[src/ivas_pkg.sv]
// Behaviour
// alternate-table select bit set: every vector from alternate table, else primary table
// alternate table follows primary table with identical slot order
// reset bypasses controller; registers clear, program counter forced to zero
// traps 0..7 at primary 0x000004.. and alternate 0x000104..; 1-4 named traps
// vectors 8..125 map to requests 0..117; slots from 0x000014 / 0x000114
// requests 0-8: ext0, capture1, compare1, timer1, reserved, capture2, compare2, timers
// requests 9-13: serial error, serial done, uart rx, uart tx, converter; 14,15 reserved
// requests 16,17,19,20,22,23,29,65 named; all others up to 117 reserved
// lower vector address has higher natural priority; vector 0 outranks all
// each slot holds a 24-bit program address loaded as handler start
// slot address equals selected base plus twice vector number, same cycle
package ivas_pkg;
	// ****************************************
	// widths and addresses
	// ****************************************
	localparam int IVAS_ADDR_W = 24;
	localparam int IVAS_VEC_W = 7;
	localparam int IVAS_NUM_SRC = 126;
	localparam int IVAS_NUM_TRAP = 8;
	localparam logic [IVAS_ADDR_W-1:0] IVAS_RESET_ADDR = 24'h000000;
	localparam logic [IVAS_ADDR_W-1:0] IVAS_PRIMARY_BASE = 24'h000004;
	localparam logic [IVAS_ADDR_W-1:0] IVAS_ALT_BASE = 24'h000104;
	localparam logic [IVAS_VEC_W-1:0] IVAS_LAST_VEC = 7'h7d;
	localparam logic [IVAS_VEC_W-1:0] IVAS_IRQ_OFFSET = 7'h08;
	// ****************************************
	// trap vectors with a source behind them
	// ****************************************
	localparam logic [IVAS_VEC_W-1:0] IVAS_TRAP_OSC_FAIL = 7'h01;
	localparam logic [IVAS_VEC_W-1:0] IVAS_TRAP_ADDR_ERROR = 7'h02;
	localparam logic [IVAS_VEC_W-1:0] IVAS_TRAP_STACK_ERROR = 7'h03;
	localparam logic [IVAS_VEC_W-1:0] IVAS_TRAP_MATH_ERROR = 7'h04;
	// ****************************************
	// request numbers of named sources
	// ****************************************
	localparam logic [IVAS_VEC_W-1:0] IVAS_IRQ_EXT_ZERO = 7'h00;
	localparam logic [IVAS_VEC_W-1:0] IVAS_IRQ_CAPTURE_ONE = 7'h01;
	localparam logic [IVAS_VEC_W-1:0] IVAS_IRQ_COMPARE_ONE = 7'h02;
	localparam logic [IVAS_VEC_W-1:0] IVAS_IRQ_TIMER_ONE = 7'h03;
	localparam logic [IVAS_VEC_W-1:0] IVAS_IRQ_CAPTURE_TWO = 7'h05;
	localparam logic [IVAS_VEC_W-1:0] IVAS_IRQ_COMPARE_TWO = 7'h06;
	localparam logic [IVAS_VEC_W-1:0] IVAS_IRQ_TIMER_TWO = 7'h07;
	localparam logic [IVAS_VEC_W-1:0] IVAS_IRQ_TIMER_THREE = 7'h08;
	localparam logic [IVAS_VEC_W-1:0] IVAS_IRQ_SPI_ERROR = 7'h09;
	localparam logic [IVAS_VEC_W-1:0] IVAS_IRQ_SPI_DONE = 7'h0a;
	localparam logic [IVAS_VEC_W-1:0] IVAS_IRQ_UART_RX = 7'h0b;
	localparam logic [IVAS_VEC_W-1:0] IVAS_IRQ_UART_TX = 7'h0c;
	localparam logic [IVAS_VEC_W-1:0] IVAS_IRQ_CONVERTER = 7'h0d;
	localparam logic [IVAS_VEC_W-1:0] IVAS_IRQ_TW_SLAVE = 7'h10;
	localparam logic [IVAS_VEC_W-1:0] IVAS_IRQ_TW_MASTER = 7'h11;
	localparam logic [IVAS_VEC_W-1:0] IVAS_IRQ_CHANGE_NOTE = 7'h13;
	localparam logic [IVAS_VEC_W-1:0] IVAS_IRQ_EXT_ONE = 7'h14;
	localparam logic [IVAS_VEC_W-1:0] IVAS_IRQ_CAPTURE_SEVEN = 7'h16;
	localparam logic [IVAS_VEC_W-1:0] IVAS_IRQ_CAPTURE_EIGHT = 7'h17;
	localparam logic [IVAS_VEC_W-1:0] IVAS_IRQ_EXT_TWO = 7'h1d;
	localparam logic [IVAS_VEC_W-1:0] IVAS_IRQ_UART_ERROR = 7'h41;
	// ****************************************
	// carriers
	// ****************************************
	typedef struct packed {
		logic valid;
		logic [IVAS_VEC_W-1:0] vec;
	} ivas_req_t;
	typedef struct packed {
		logic valid;
		logic is_trap;
		logic reserved;
		logic alt;
		logic [IVAS_VEC_W-1:0] vec;
		logic [IVAS_ADDR_W-1:0] addr;
	} ivas_ans_t;
	typedef struct packed {
		ivas_ans_t ans;
		logic [IVAS_ADDR_W-1:0] pc;
	} ivas_state_t;
endpackage

[src/ivas_vector_select.sv]
`timescale 1ns/10ps
module ivas_vector_select
	import ivas_pkg::*;
(
	// clock and reset
	input wire logic clk,
	input wire logic rstn,
	// control
	input wire logic alt_table_select,
	// vector request from the core
	input wire ivas_req_t req,
	input wire logic [IVAS_NUM_SRC-1:0] pending,
	// answer
	output ivas_ans_t ans,
	output logic ans_ready,
	output logic [IVAS_VEC_W-1:0] win_vec,
	output logic win_valid,
	output logic [IVAS_ADDR_W-1:0] slot_addr,
	output logic [IVAS_ADDR_W-1:0] start_pc
);
	// ****************************************
	// decoding
	// ****************************************
	// slot address of vector v in either table; the alternate table is the primary
	// one moved up, so one adder serves both
	function automatic logic [IVAS_ADDR_W-1:0] slot_of(input logic alt,
		input logic [IVAS_VEC_W-1:0] v);
		logic [IVAS_ADDR_W-1:0] base;
		base = alt ? IVAS_ALT_BASE : IVAS_PRIMARY_BASE; // see R1
		slot_of = base + {{(IVAS_ADDR_W-IVAS_VEC_W-1){1'b0}}, v, 1'b0}; // see R11 see R4
	endfunction

	// request number of an interrupt vector; only meaningful at or above the offset
	function automatic logic [IVAS_VEC_W-1:0] irq_of(
		input logic [IVAS_VEC_W-1:0] v
	);
		irq_of = v - IVAS_IRQ_OFFSET;
	endfunction

	// trap slots that have a source behind them
	function automatic logic trap_named(
		input logic [IVAS_VEC_W-1:0] v
	);
		case (v)
			IVAS_TRAP_OSC_FAIL: trap_named = 1'b1;
			IVAS_TRAP_ADDR_ERROR: trap_named = 1'b1;
			IVAS_TRAP_STACK_ERROR: trap_named = 1'b1;
			IVAS_TRAP_MATH_ERROR: trap_named = 1'b1;
			default: trap_named = 1'b0;
		endcase
	endfunction

	// request numbers that have a source behind them
	function automatic logic irq_named(
		input logic [IVAS_VEC_W-1:0] irq
	);
		case (irq)
			IVAS_IRQ_EXT_ZERO: irq_named = 1'b1;
			IVAS_IRQ_CAPTURE_ONE: irq_named = 1'b1;
			IVAS_IRQ_COMPARE_ONE: irq_named = 1'b1;
			IVAS_IRQ_TIMER_ONE: irq_named = 1'b1;
			IVAS_IRQ_CAPTURE_TWO: irq_named = 1'b1;
			IVAS_IRQ_COMPARE_TWO: irq_named = 1'b1;
			IVAS_IRQ_TIMER_TWO: irq_named = 1'b1;
			IVAS_IRQ_TIMER_THREE: irq_named = 1'b1;
			IVAS_IRQ_SPI_ERROR: irq_named = 1'b1;
			IVAS_IRQ_SPI_DONE: irq_named = 1'b1;
			IVAS_IRQ_UART_RX: irq_named = 1'b1;
			IVAS_IRQ_UART_TX: irq_named = 1'b1;
			IVAS_IRQ_CONVERTER: irq_named = 1'b1;
			IVAS_IRQ_TW_SLAVE: irq_named = 1'b1;
			IVAS_IRQ_TW_MASTER: irq_named = 1'b1;
			IVAS_IRQ_CHANGE_NOTE: irq_named = 1'b1;
			IVAS_IRQ_EXT_ONE: irq_named = 1'b1;
			IVAS_IRQ_CAPTURE_SEVEN: irq_named = 1'b1;
			IVAS_IRQ_CAPTURE_EIGHT: irq_named = 1'b1;
			IVAS_IRQ_EXT_TWO: irq_named = 1'b1;
			IVAS_IRQ_UART_ERROR: irq_named = 1'b1;
			default: irq_named = 1'b0; // see R6 see R7
		endcase
	endfunction

	// reserved slots still get an address; the flag only warns the core that no
	// source can raise them, so a hit there points at a fault elsewhere
	function automatic logic is_reserved(
		input logic [IVAS_VEC_W-1:0] v
	);
		if (v < IVAS_IRQ_OFFSET) begin
			is_reserved = !trap_named(v);
		end else begin
			is_reserved = !irq_named(irq_of(v)); // see R6 see R7
		end
	endfunction

	// ****************************************
	// vector tables
	// ****************************************
	// both tables are constants built slot by slot, so the alternate table keeps the
	// primary order by construction; synthesis folds them into wiring
	logic [IVAS_ADDR_W-1:0] primary_vector_table [IVAS_NUM_SRC];
	logic [IVAS_ADDR_W-1:0] alternate_vector_table [IVAS_NUM_SRC];
	logic [IVAS_NUM_SRC-1:0] src_reserved;
	logic [IVAS_NUM_SRC-1:0] src_is_trap;

	generate
		for (genvar g = 0; g < IVAS_NUM_SRC; g++) begin : g_table
			localparam logic [IVAS_VEC_W-1:0] SLOT_VEC = IVAS_VEC_W'(g);
			assign primary_vector_table[g] = slot_of(1'b0, SLOT_VEC);
			assign alternate_vector_table[g] = slot_of(1'b1, SLOT_VEC);
			assign src_reserved[g] = is_reserved(SLOT_VEC);
			assign src_is_trap[g] = SLOT_VEC < IVAS_IRQ_OFFSET;
		end
	endgenerate

	// ****************************************
	// natural priority
	// ****************************************
	// a slot wins when nothing below it is pending, which leaves at most one hit;
	// each slot looks at all lower ones directly, so no ripple chain forms
	logic [IVAS_NUM_SRC-1:0] lower_pending;
	logic [IVAS_NUM_SRC-1:0] first_hit;

	generate
		for (genvar g = 0; g < IVAS_NUM_SRC; g++) begin : g_prio
			if (g == 0) begin : g_bottom
				assign lower_pending[g] = 1'b0;
			end else begin : g_above
				assign lower_pending[g] = |pending[g-1:0];
			end
			assign first_hit[g] = pending[g] & ~lower_pending[g];
		end
	endgenerate

	// one-hot to binary: each winner bit is the or of the hits whose number has it
	generate
		for (genvar b = 0; b < IVAS_VEC_W; b++) begin : g_enc
			logic [IVAS_NUM_SRC-1:0] has_bit;
			for (genvar g = 0; g < IVAS_NUM_SRC; g++) begin : g_src
				if (((g >> b) % 2) == 1) begin : g_on
					assign has_bit[g] = first_hit[g];
				end else begin : g_off
					assign has_bit[g] = 1'b0;
				end
			end
			assign win_vec[b] = |has_bit;
		end
	endgenerate

	assign win_valid = |pending;

	// ****************************************
	// acceptance
	// ****************************************
	logic taken;

	// numbers above the last vector are not slots; they are dropped, not answered,
	// so a stray number from the core never reaches ans, though slot_addr still points outside both tables for it
	assign taken = req.valid && req.vec <= IVAS_LAST_VEC;
	// combinational slot address in the acceptance cycle; the registered copy follows
	assign slot_addr = slot_of(alt_table_select, req.vec);
	// the table lookup never stalls, so the core is never held off
	assign ans_ready = 1'b1;

	// ****************************************
	// answer
	// ****************************************
	// the select bit is taken at the request edge, so a switch never splits a fetch
	ivas_ans_t fetch_ans;

	// fields are only copied on a taken request, so these zeros never reach the port
	always_comb begin
		fetch_ans = '0;
		fetch_ans.valid = taken;
		fetch_ans.vec = req.vec;
		fetch_ans.alt = alt_table_select;
		if (taken) begin
			fetch_ans.is_trap = src_is_trap[req.vec];
			fetch_ans.reserved = src_reserved[req.vec]; // see R6 see R7
			if (alt_table_select) begin
				fetch_ans.addr = alternate_vector_table[req.vec]; // see R1
			end else begin
				fetch_ans.addr = primary_vector_table[req.vec];
			end
		end
	end

	// ****************************************
	// state
	// ****************************************
	ivas_state_t state_reg;
	ivas_state_t state_next;

	// the answer pulses for one cycle; its other fields hold until the next request
	always_comb begin
		state_next = state_reg;
		state_next.ans.valid = 1'b0;
		if (fetch_ans.valid) begin
			state_next.ans = fetch_ans;
		end
	end

	// ****************************************
	// reset
	// ****************************************
	// the controller has no say at reset: the core starts from address zero,
	// whatever table the select bit named before
	always_ff @(posedge clk or negedge rstn) begin
		if (!rstn) begin
			state_reg <= '{ans: '0, pc: IVAS_RESET_ADDR};
		end else begin
			state_reg <= state_next;
		end
	end

	// ****************************************
	// outputs
	// ****************************************
	// start_pc never moves: the core loads it only when it leaves reset
	assign ans = state_reg.ans;
	assign start_pc = state_reg.pc;
endmodule

[config.mk]
export PLATFORM = sky130hd
export DESIGN_NAME = ivas_vector_select
export DESIGN_NICKNAME = d
export VERILOG_FILES = /design/src/ivas_pkg.sv /design/src/ivas_vector_select.sv
export SDC_FILE = /design/constraint.sdc
export NUM_CORES = 1
export LEC_CHECK = 0
export ABC_AREA = 1
export BUFFER_PORTS_ARGS = -buffer_cell sky130_fd_sc_hd__buf_2
export CAP_MARGIN = 5
export CORE_MARGIN = 2
export CORE_UTILIZATION = 40
export DETAILED_ROUTE_END_ITERATION = 12
export PLACE_DENSITY_LB_ADDON = 0.12
export SYNTH_ARGS = -nofsm -noshare
export SYNTH_HDL_FRONTEND = slang
export SYNTH_SLANG_ARGS = --single-unit
[constraint.sdc]
create_clock -name clk -period 1.6 [get_ports clk]
set_input_delay 0 -clock clk [delete_from_list [all_inputs] [get_ports clk]]
set_output_delay 0 -clock clk [all_outputs]
set_load 0.02 [all_outputs]
==> impl_metrics.env, run 1 <==
export IMPL_post_synth_inst_count=729
export IMPL_grt_pass1_vias=4863
export IMPL_worst_path_buf_inv=4
export IMPL_num_fill_cells=941
export IMPL_synth_top_cell_by_area="sky130_fd_sc_hd__nor2_1"
export IMPL_setup_viol=5
export IMPL_unrepaired_setup_endpoints_after_global_routing="true"
export IMPL_skew_pair_late_insertion_delay_ps=250
export IMPL_nNetsFinal=1160
export IMPL_stdcell_count=1150
export IMPL_asyncSetResetFlopFracSynth=1.00
export IMPL_gpl_final_weighted_congestion=0.939
export IMPL_detail_route_drc_violations=0
export IMPL_pwr_share_clk=0.175
export IMPL_final_core_util=0.651
export IMPL_synth_most_common_cell="sky130_fd_sc_hd__nor2_1"
export IMPL_cts_clk_slew_worst_paths_ps=60
export IMPL_cts_tree="done"
export IMPL_yosysWarningCount=0
export IMPL_r2r_startpoint="ans[7]"
export IMPL_post_route_cells_drive_above_1_share=0.425
export IMPL_boundaryPins=229
export IMPL_r2r_slack_ps=910
export IMPL_synth_seq_cells=17
export IMPL_status="finished with violations"
export IMPL_finalCritPeriodShare=1.02
export IMPL_crit_path_max_incr_delay_ps=210
export IMPL_final_area_um2=6280
export IMPL_post_synth_instance_area_um2=3930
export IMPL_hold_violations=0
export IMPL_period_needed_ps=1630
export IMPL_p_per_area_nw_per_um2=294
export IMPL_route_detailed_wl_per_inst_um=12.1
export IMPL_sequential_cell_area_um2=425
export IMPL_number_of_flip_flops_under_the_largest_register_name=17
export IMPL_cts_root_buffer="sky130_fd_sc_hd__clkbuf_8"
export IMPL_postRouteWirelength_um=13900
export IMPL_hpwlAfterDp_um=11500
export IMPL_final_setup_skew_ps=0
export IMPL_worst_path_dominant_cell_family="simple AND/OR/NAND/NOR gates"
export IMPL_place_area_um2=5460
export IMPL_antenna_found_initial=0
export IMPL_drt_first_iter_violations=161
export IMPL_synth_top_area_share=0.156
export IMPL_core_um2=9640
export IMPL_worstHoldEndpoint="ans[31]"
export IMPL_sequential_element_share_of_the_synthesized_area=0.108
export IMPL_placed_cells_incl_taps=1125
export IMPL_r2r_worst_path_cells=2
export IMPL_yosysUniqueCellTypes=36
export IMPL_critical_path_cell_count=14
export IMPL_cts_max_level=1
export IMPL_power_frac_seq=0.268
export IMPL_worst_path_slowest_cell="sky130_fd_sc_hd__nor2_8"
export IMPL_globalRoute_totalOverflow=0
export IMPL_switching_share=0.432
export IMPL_cts_made_buffers=3
export IMPL_worstSetupStartpointType="primary input"
export IMPL_path_max_fanout=6
export IMPL_layout_setup_ws_ps=-33.9
export IMPL_holdCritStartpoint="alt_table_select"
export IMPL_top_post_synthesis_cells_by_area="sky130_fd_sc_hd__nor2_1, sky130_fd_sc_hd__nand2_1, sky130_fd_sc_hd__buf_4"
export IMPL_critical_path_cell_chain="buf_6 > nor2_4 > inv_2 > nor2_4 > nand2_4 > nor2_8 > nand2_4 > nor2_8 > buf_6 > nand3_1 > o31ai_2 > nor2_1 > nand4_1 > buf_6"
export IMPL_route_vias_total=5424
export IMPL_antenna_left=0
export IMPL_failed_checks="setup timing"
export IMPL_power_report_internal_total_mw=1.05
export IMPL_max_clock_path_buffers=2
export IMPL_ys_flop_type="sky130_fd_sc_hd__dfrtp_1"
export IMPL_crit_type="primary input to output pin"
export IMPL_die_width_um=103
export IMPL_final_max_slew_viol_count=0
export IMPL_critPathMostFrequentCell="sky130_fd_sc_hd__buf_6"
export IMPL_synth_common_cells="sky130_fd_sc_hd__nor2_1, sky130_fd_sc_hd__nand2_1, sky130_fd_sc_hd__inv_1"
export IMPL_cp_data_required_time_ps=1600
export IMPL_worst_ir_drop_vdd_v=0.000293
export IMPL_cellLeakagePower_nw=3.59
export IMPL_drtPass1Iterations=4
export IMPL_fp_dieH_um=103
export IMPL_max_capacitance_violation_count=0
export IMPL_die_area_um2=10600
export IMPL_critPathCaptureType="output pin"
export IMPL_initial_core_util=0.407
export IMPL_portBuffers=172
export IMPL_hold_path_depth=3
export IMPL_final_setup_tns_ps=-93.5
export IMPL_areaGrowthSynthToFinish_pct=59.9
export IMPL_pin_count_of_the_biggest_net_entering_global_routing=22
export IMPL_global_route_wire_length_before_repair_um=20800
export IMPL_regToRegEndpoint="ans[7]"
export IMPL_crit_arrival_ps=1630
export IMPL_num_rows=36
export IMPL_multi_input_comb_area_um2=3280
export IMPL_worst_hold_path_type="primary input to flop"
export IMPL_cts_sinks=17
export IMPL_share_comb_of_total_power=0.557
export IMPL_max_clock_freq_ghz=0.612
export IMPL_vias_per_cell=4.72
export IMPL_p_sw_mw=0.798
export IMPL_synth_area_per_cell_um2=5.39
export IMPL_grt_use_total=0.241
export IMPL_synth_edf_count=0
-- repair_timing --
action                                  in CTS  in global routing
pin swaps                                   22                 44
cloned                                       1                  2
hold buffers                                 1                  0
buffers inserted                            12                  4
gates resized for setup                     51                104
endpoints found under the setup margin       7                  7
endpoints found under the hold margin       17                  0
-- logic make-up (layout without fill, tap and decap cells) --
logic type      count (synthesis)  in the layout  share of synthesized area
fa+ha+maj                       7              7                     0.0223
other cells                     2             58                    0.00191
xor+xnor                        4              4                    0.00892
compound gates                 65             65                     0.0908
simple gates                  464            464                      0.541
flops                          17             17                      0.108
buf+inv                       170            402                      0.227
-- through the flow --
step | hold slack [ps] | power, mW | setup WS, ps
floorplan | -296 | 1.09 | 260
global placement | -68.5 | 1.41 | -160
detailed placement | -57.5 | 1.43 | -131
CTS | 5.55 | 1.78 | -16.9
global route | 31.7 | 1.98 | -131
finish | 2.31 | 1.85 | -33.9
-- worst max path at each step --
stage / startpoint / endpoint / slack [ps]
after detailed placement: pending[50] / win_vec[4] / -130
after global routing: pending[30] / win_vec[1] / -130
after floorplan: pending[11] / win_vec[6] / 260
after global placement: pending[32] / win_vec[4] / -160
after CTS: pending[34] / win_vec[4] / -20
final: pending[0] / win_vec[2] / -30
-- worst reg2reg max path: stages, from the launching register on --
cell                       delay [ps]
sky130_fd_sc_hd__dfrtp_1          380
sky130_fd_sc_hd__nand2_1           60
sky130_fd_sc_hd__o311ai_0         110
-- placed cells by master, fill, tap and decap left out, types with 22 or more instances in the layout --
| cell type | instances |
|---|---|
| sky130_fd_sc_hd__buf_2 | 158 |
| sky130_fd_sc_hd__nand2_1 | 134 |
| sky130_fd_sc_hd__nor2_1 | 130 |
| sky130_fd_sc_hd__buf_4 | 113 |
| sky130_fd_sc_hd__inv_1 | 90 |
| sky130_fd_sc_hd__conb_1 | 56 |
| sky130_fd_sc_hd__nand3_1 | 45 |
| sky130_fd_sc_hd__nor2_2 | 29 |
| sky130_fd_sc_hd__o21ai_0 | 29 |
| sky130_fd_sc_hd__nor2_4 | 23 |
| sky130_fd_sc_hd__nand2_2 | 22 |
-- cell type report --
| type | count | share of cell area |
|---|---|---|
| Sequential cell | 17 | 0.0678 |
| Multi-Input combinational cell | 596 | 0.522 |
| Timing Repair Buffer | 295 | 0.314 |
| Tap cell | 133 | 0.0265 |
| Inverter | 103 | 0.0620 |
| Clock buffer | 4 | 0.00718 |
| Antenna cell | 2 | 0.000797 |
-- routing by layer --
layer	vias to the layer above	global-route usage	routed length, um
li1	2760	-	-
met1	2450	0.300	5700
met2	192	0.447	7130
met3	22	0.0203	812
met4	0	0.0577	267
met5	-	0	0
-- power groups by stage --
stage / clock, mW / combinational [mW] / sequential, mW
floorplan: 0 / 0.537 / 0.553
global placement: 0 / 0.916 / 0.499
detailed placement: 0 / 0.929 / 0.502
CTS: 0.320 / 0.965 / 0.494
global route: 0.338 / 1.14 / 0.500
finish: 0.324 / 1.03 / 0.495
Note: power is estimated with default switching activity, not from simulation.
==> inputs of run 2 (changes only) <==
CORE_MARGIN = 3   (was 2)
clock period = 2.11 ns   (was 1.6 ns; I/O delays follow)
==> impl_metrics.env, run 2 (synthesis gave the netlist of run 1 again) <==
export IMPL_gpl_final_weighted_congestion=0.912
export IMPL_crit_type="primary input to output pin"
export IMPL_critical_path_cell_chain="buf_2 > nor2_1 > nand2_1 > nor2_2 > nand2_2 > buf_4 > nor2_4 > nand2_4 > nor2_4 > o21ai_1 > nand3_1 > a21oi_1 > o21ai_0 > buf_2"
export IMPL_critPathCaptureType="output pin"
export IMPL_switching_share=0.436
export IMPL_power_report_internal_total_mw=0.706
export IMPL_finalCritPeriodShare=0.908
export IMPL_initial_core_util=0.419
export IMPL_detail_route_drc_violations=0
export IMPL_failed_checks="hold timing"
export IMPL_cts_sinks=17
export IMPL_worst_path_dominant_cell_family="simple AND/OR/NAND/NOR gates"
export IMPL_route_vias_total=4843
export IMPL_r2r_worst_path_cells=2
export IMPL_crit_path_max_incr_delay_ps=210
export IMPL_number_of_flip_flops_under_the_largest_register_name=17
export IMPL_cp_data_required_time_ps=2110
export IMPL_cts_max_level=1
export IMPL_n_antenna_cell=0
export IMPL_worst_ir_drop_vdd_v=0.000235
export IMPL_power_frac_seq=0.299
export IMPL_mostFrequentLayoutCell="sky130_fd_sc_hd__buf_2"
export IMPL_top_usage_layer="met2"
export IMPL_final_max_slew_viol_count=0
export IMPL_die_area_um2=11000
export IMPL_worst_path_slowest_cell="sky130_fd_sc_hd__buf_2"
export IMPL_critical_path_cell_count=14
export IMPL_pin_count_of_the_biggest_net_entering_global_routing=23
export IMPL_regToRegEndpoint="ans[7]"
export IMPL_cts_made_buffers=3
export IMPL_antenna_left=0
export IMPL_globalRoute_totalOverflow=0
export IMPL_final_setup_skew_ps=0
export IMPL_globalRouteMet3Util=0.0229
export IMPL_grt_use_total=0.208
export IMPL_stdcell_count=1029
export IMPL_num_fill_cells=1064
export IMPL_placed_cells_incl_taps=1022
export IMPL_origin_of_the_worst_setup_path="pending[32]"
export IMPL_areaGrowthSynthToFinish_pct=21.4
export IMPL_hold_path_depth=3
export IMPL_max_clock_path_buffers=2
export IMPL_cts_clk_slew_worst_paths_ps=60
export IMPL_pwr_share_clk=0.193
export IMPL_route_detailed_wl_per_inst_um=12.1
export IMPL_fp_dieH_um=105
export IMPL_path_max_fanout=6
export IMPL_r2r_slack_ps=1420
export IMPL_final_setup_tns_ps=0
export IMPL_drtPass1Iterations=5
export IMPL_global_route_wire_length_before_repair_um=19600
export IMPL_antenna_found_initial=0
export IMPL_hpwlAfterDp_um=10900
export IMPL_holdCritStartpoint="alt_table_select"
export IMPL_max_capacitance_violation_count=0
export IMPL_most_common_layout_cells="sky130_fd_sc_hd__buf_2, sky130_fd_sc_hd__nor2_1, sky130_fd_sc_hd__nand2_1"
export IMPL_p_per_area_nw_per_um2=263
export IMPL_hold_violations=1
export IMPL_num_rows=35
export IMPL_final_hold_worst_slack_ps=-2.56
export IMPL_p_sw_mw=0.547
export IMPL_final_area_um2=4770
export IMPL_postRouteWirelength_um=12400
export IMPL_share_comb_of_total_power=0.508
export IMPL_max_clock_freq_ghz=0.522
export IMPL_grt_pass1_vias=4333
export IMPL_period_needed_ps=1920
export IMPL_cts_tree="done"
export IMPL_post_route_cells_drive_above_1_share=0.250
export IMPL_cellLeakagePower_nw=2.86
export IMPL_drt_first_iter_violations=191
export IMPL_r2r_startpoint="ans[7]"
export IMPL_boundaryPins=229
export IMPL_cts_root_buffer="sky130_fd_sc_hd__clkbuf_8"
export IMPL_unrepaired_setup_endpoints_after_global_routing="false"
export IMPL_setup_viol=0
export IMPL_core_um2=9370
export IMPL_vias_per_cell=4.71
export IMPL_skew_pair_late_insertion_delay_ps=250
export IMPL_portBuffers=172
export IMPL_nNetsFinal=1045
export IMPL_die_width_um=105
export IMPL_worstHoldEndpoint="ans[31]"
export IMPL_place_area_um2=4680
export IMPL_worstSetupStartpointType="primary input"
export IMPL_worst_hold_path_type="primary input to flop"
export IMPL_global_route_met1_usage=0.280
export IMPL_crit_arrival_ps=1920
export IMPL_status="finished with violations"
export IMPL_grtUsageMet2=0.363
export IMPL_worst_path_buf_inv=3
## run 2: cell types whose count changed in the layout (fill, tap and decap cells not counted), sizes merged
cell	previous run	this run
buf	292	178
clkbuf	6	4
diode	2	0
nor2	186	187
## run 2: per-layer routing
metal	vias to the layer above	wire (um)
met3	14	870
li1	2532	-
met1	2118	5560
met2	179	5900
met5	-	0
met4	0	119
## run 2: worst max-delay path by stage
stage	to
2_1_floorplan	win_vec[6]
3_3_place_gp	win_vec[6]
3_5_place_dp	win_vec[6]
5_1_grt	win_vec[2]
4_1_cts	win_vec[6]
6_report	win_vec[6]
## run 2: worst min-delay path: cells and delay by family
kind / cells / cell delay (ps)
and+or+nand+nor: 2 / 100
buffers and inverters: 1 / 110
## run 2: per-stage QoR
step                      worst slack (ps)   util  power (mW)
after detailed placement               147  0.500        1.01
final                                  194  0.509        1.25
after global placement                 151  0.500        1.01
after floorplan                        770      -       0.827
after CTS                              135  0.506        1.26
after global routing                  5.55  0.509        1.35
## run 2: cell type report
class | count | area [um2] | share of cell area
Timing Repair Buffer | 179 | 916 | 0.192
Multi-Input combinational cell | 597 | 2830 | 0.594
Tap cell | 129 | 161 | 0.0339
Inverter | 103 | 387 | 0.0811
Sequential cell | 17 | 425 | 0.0893
Clock buffer | 4 | 45.0 | 0.00945
## run 2: power groups by stage
stage                     Clock (mW)  Sequential [mW]  Combinational [mW]
after floorplan                    0            0.420               0.407
after global placement             0            0.380               0.626
after detailed placement           0            0.381               0.632
after CTS                      0.245            0.375               0.636
after global routing           0.258            0.378               0.711
final                          0.242            0.375               0.636
## run 2: timing repair
item,CTS,global route
setup buffers,0,1
hold buffers,1,0
setup endpoints to repair,0,3
resized for setup,0,2
endpoints found under the hold margin,17,0
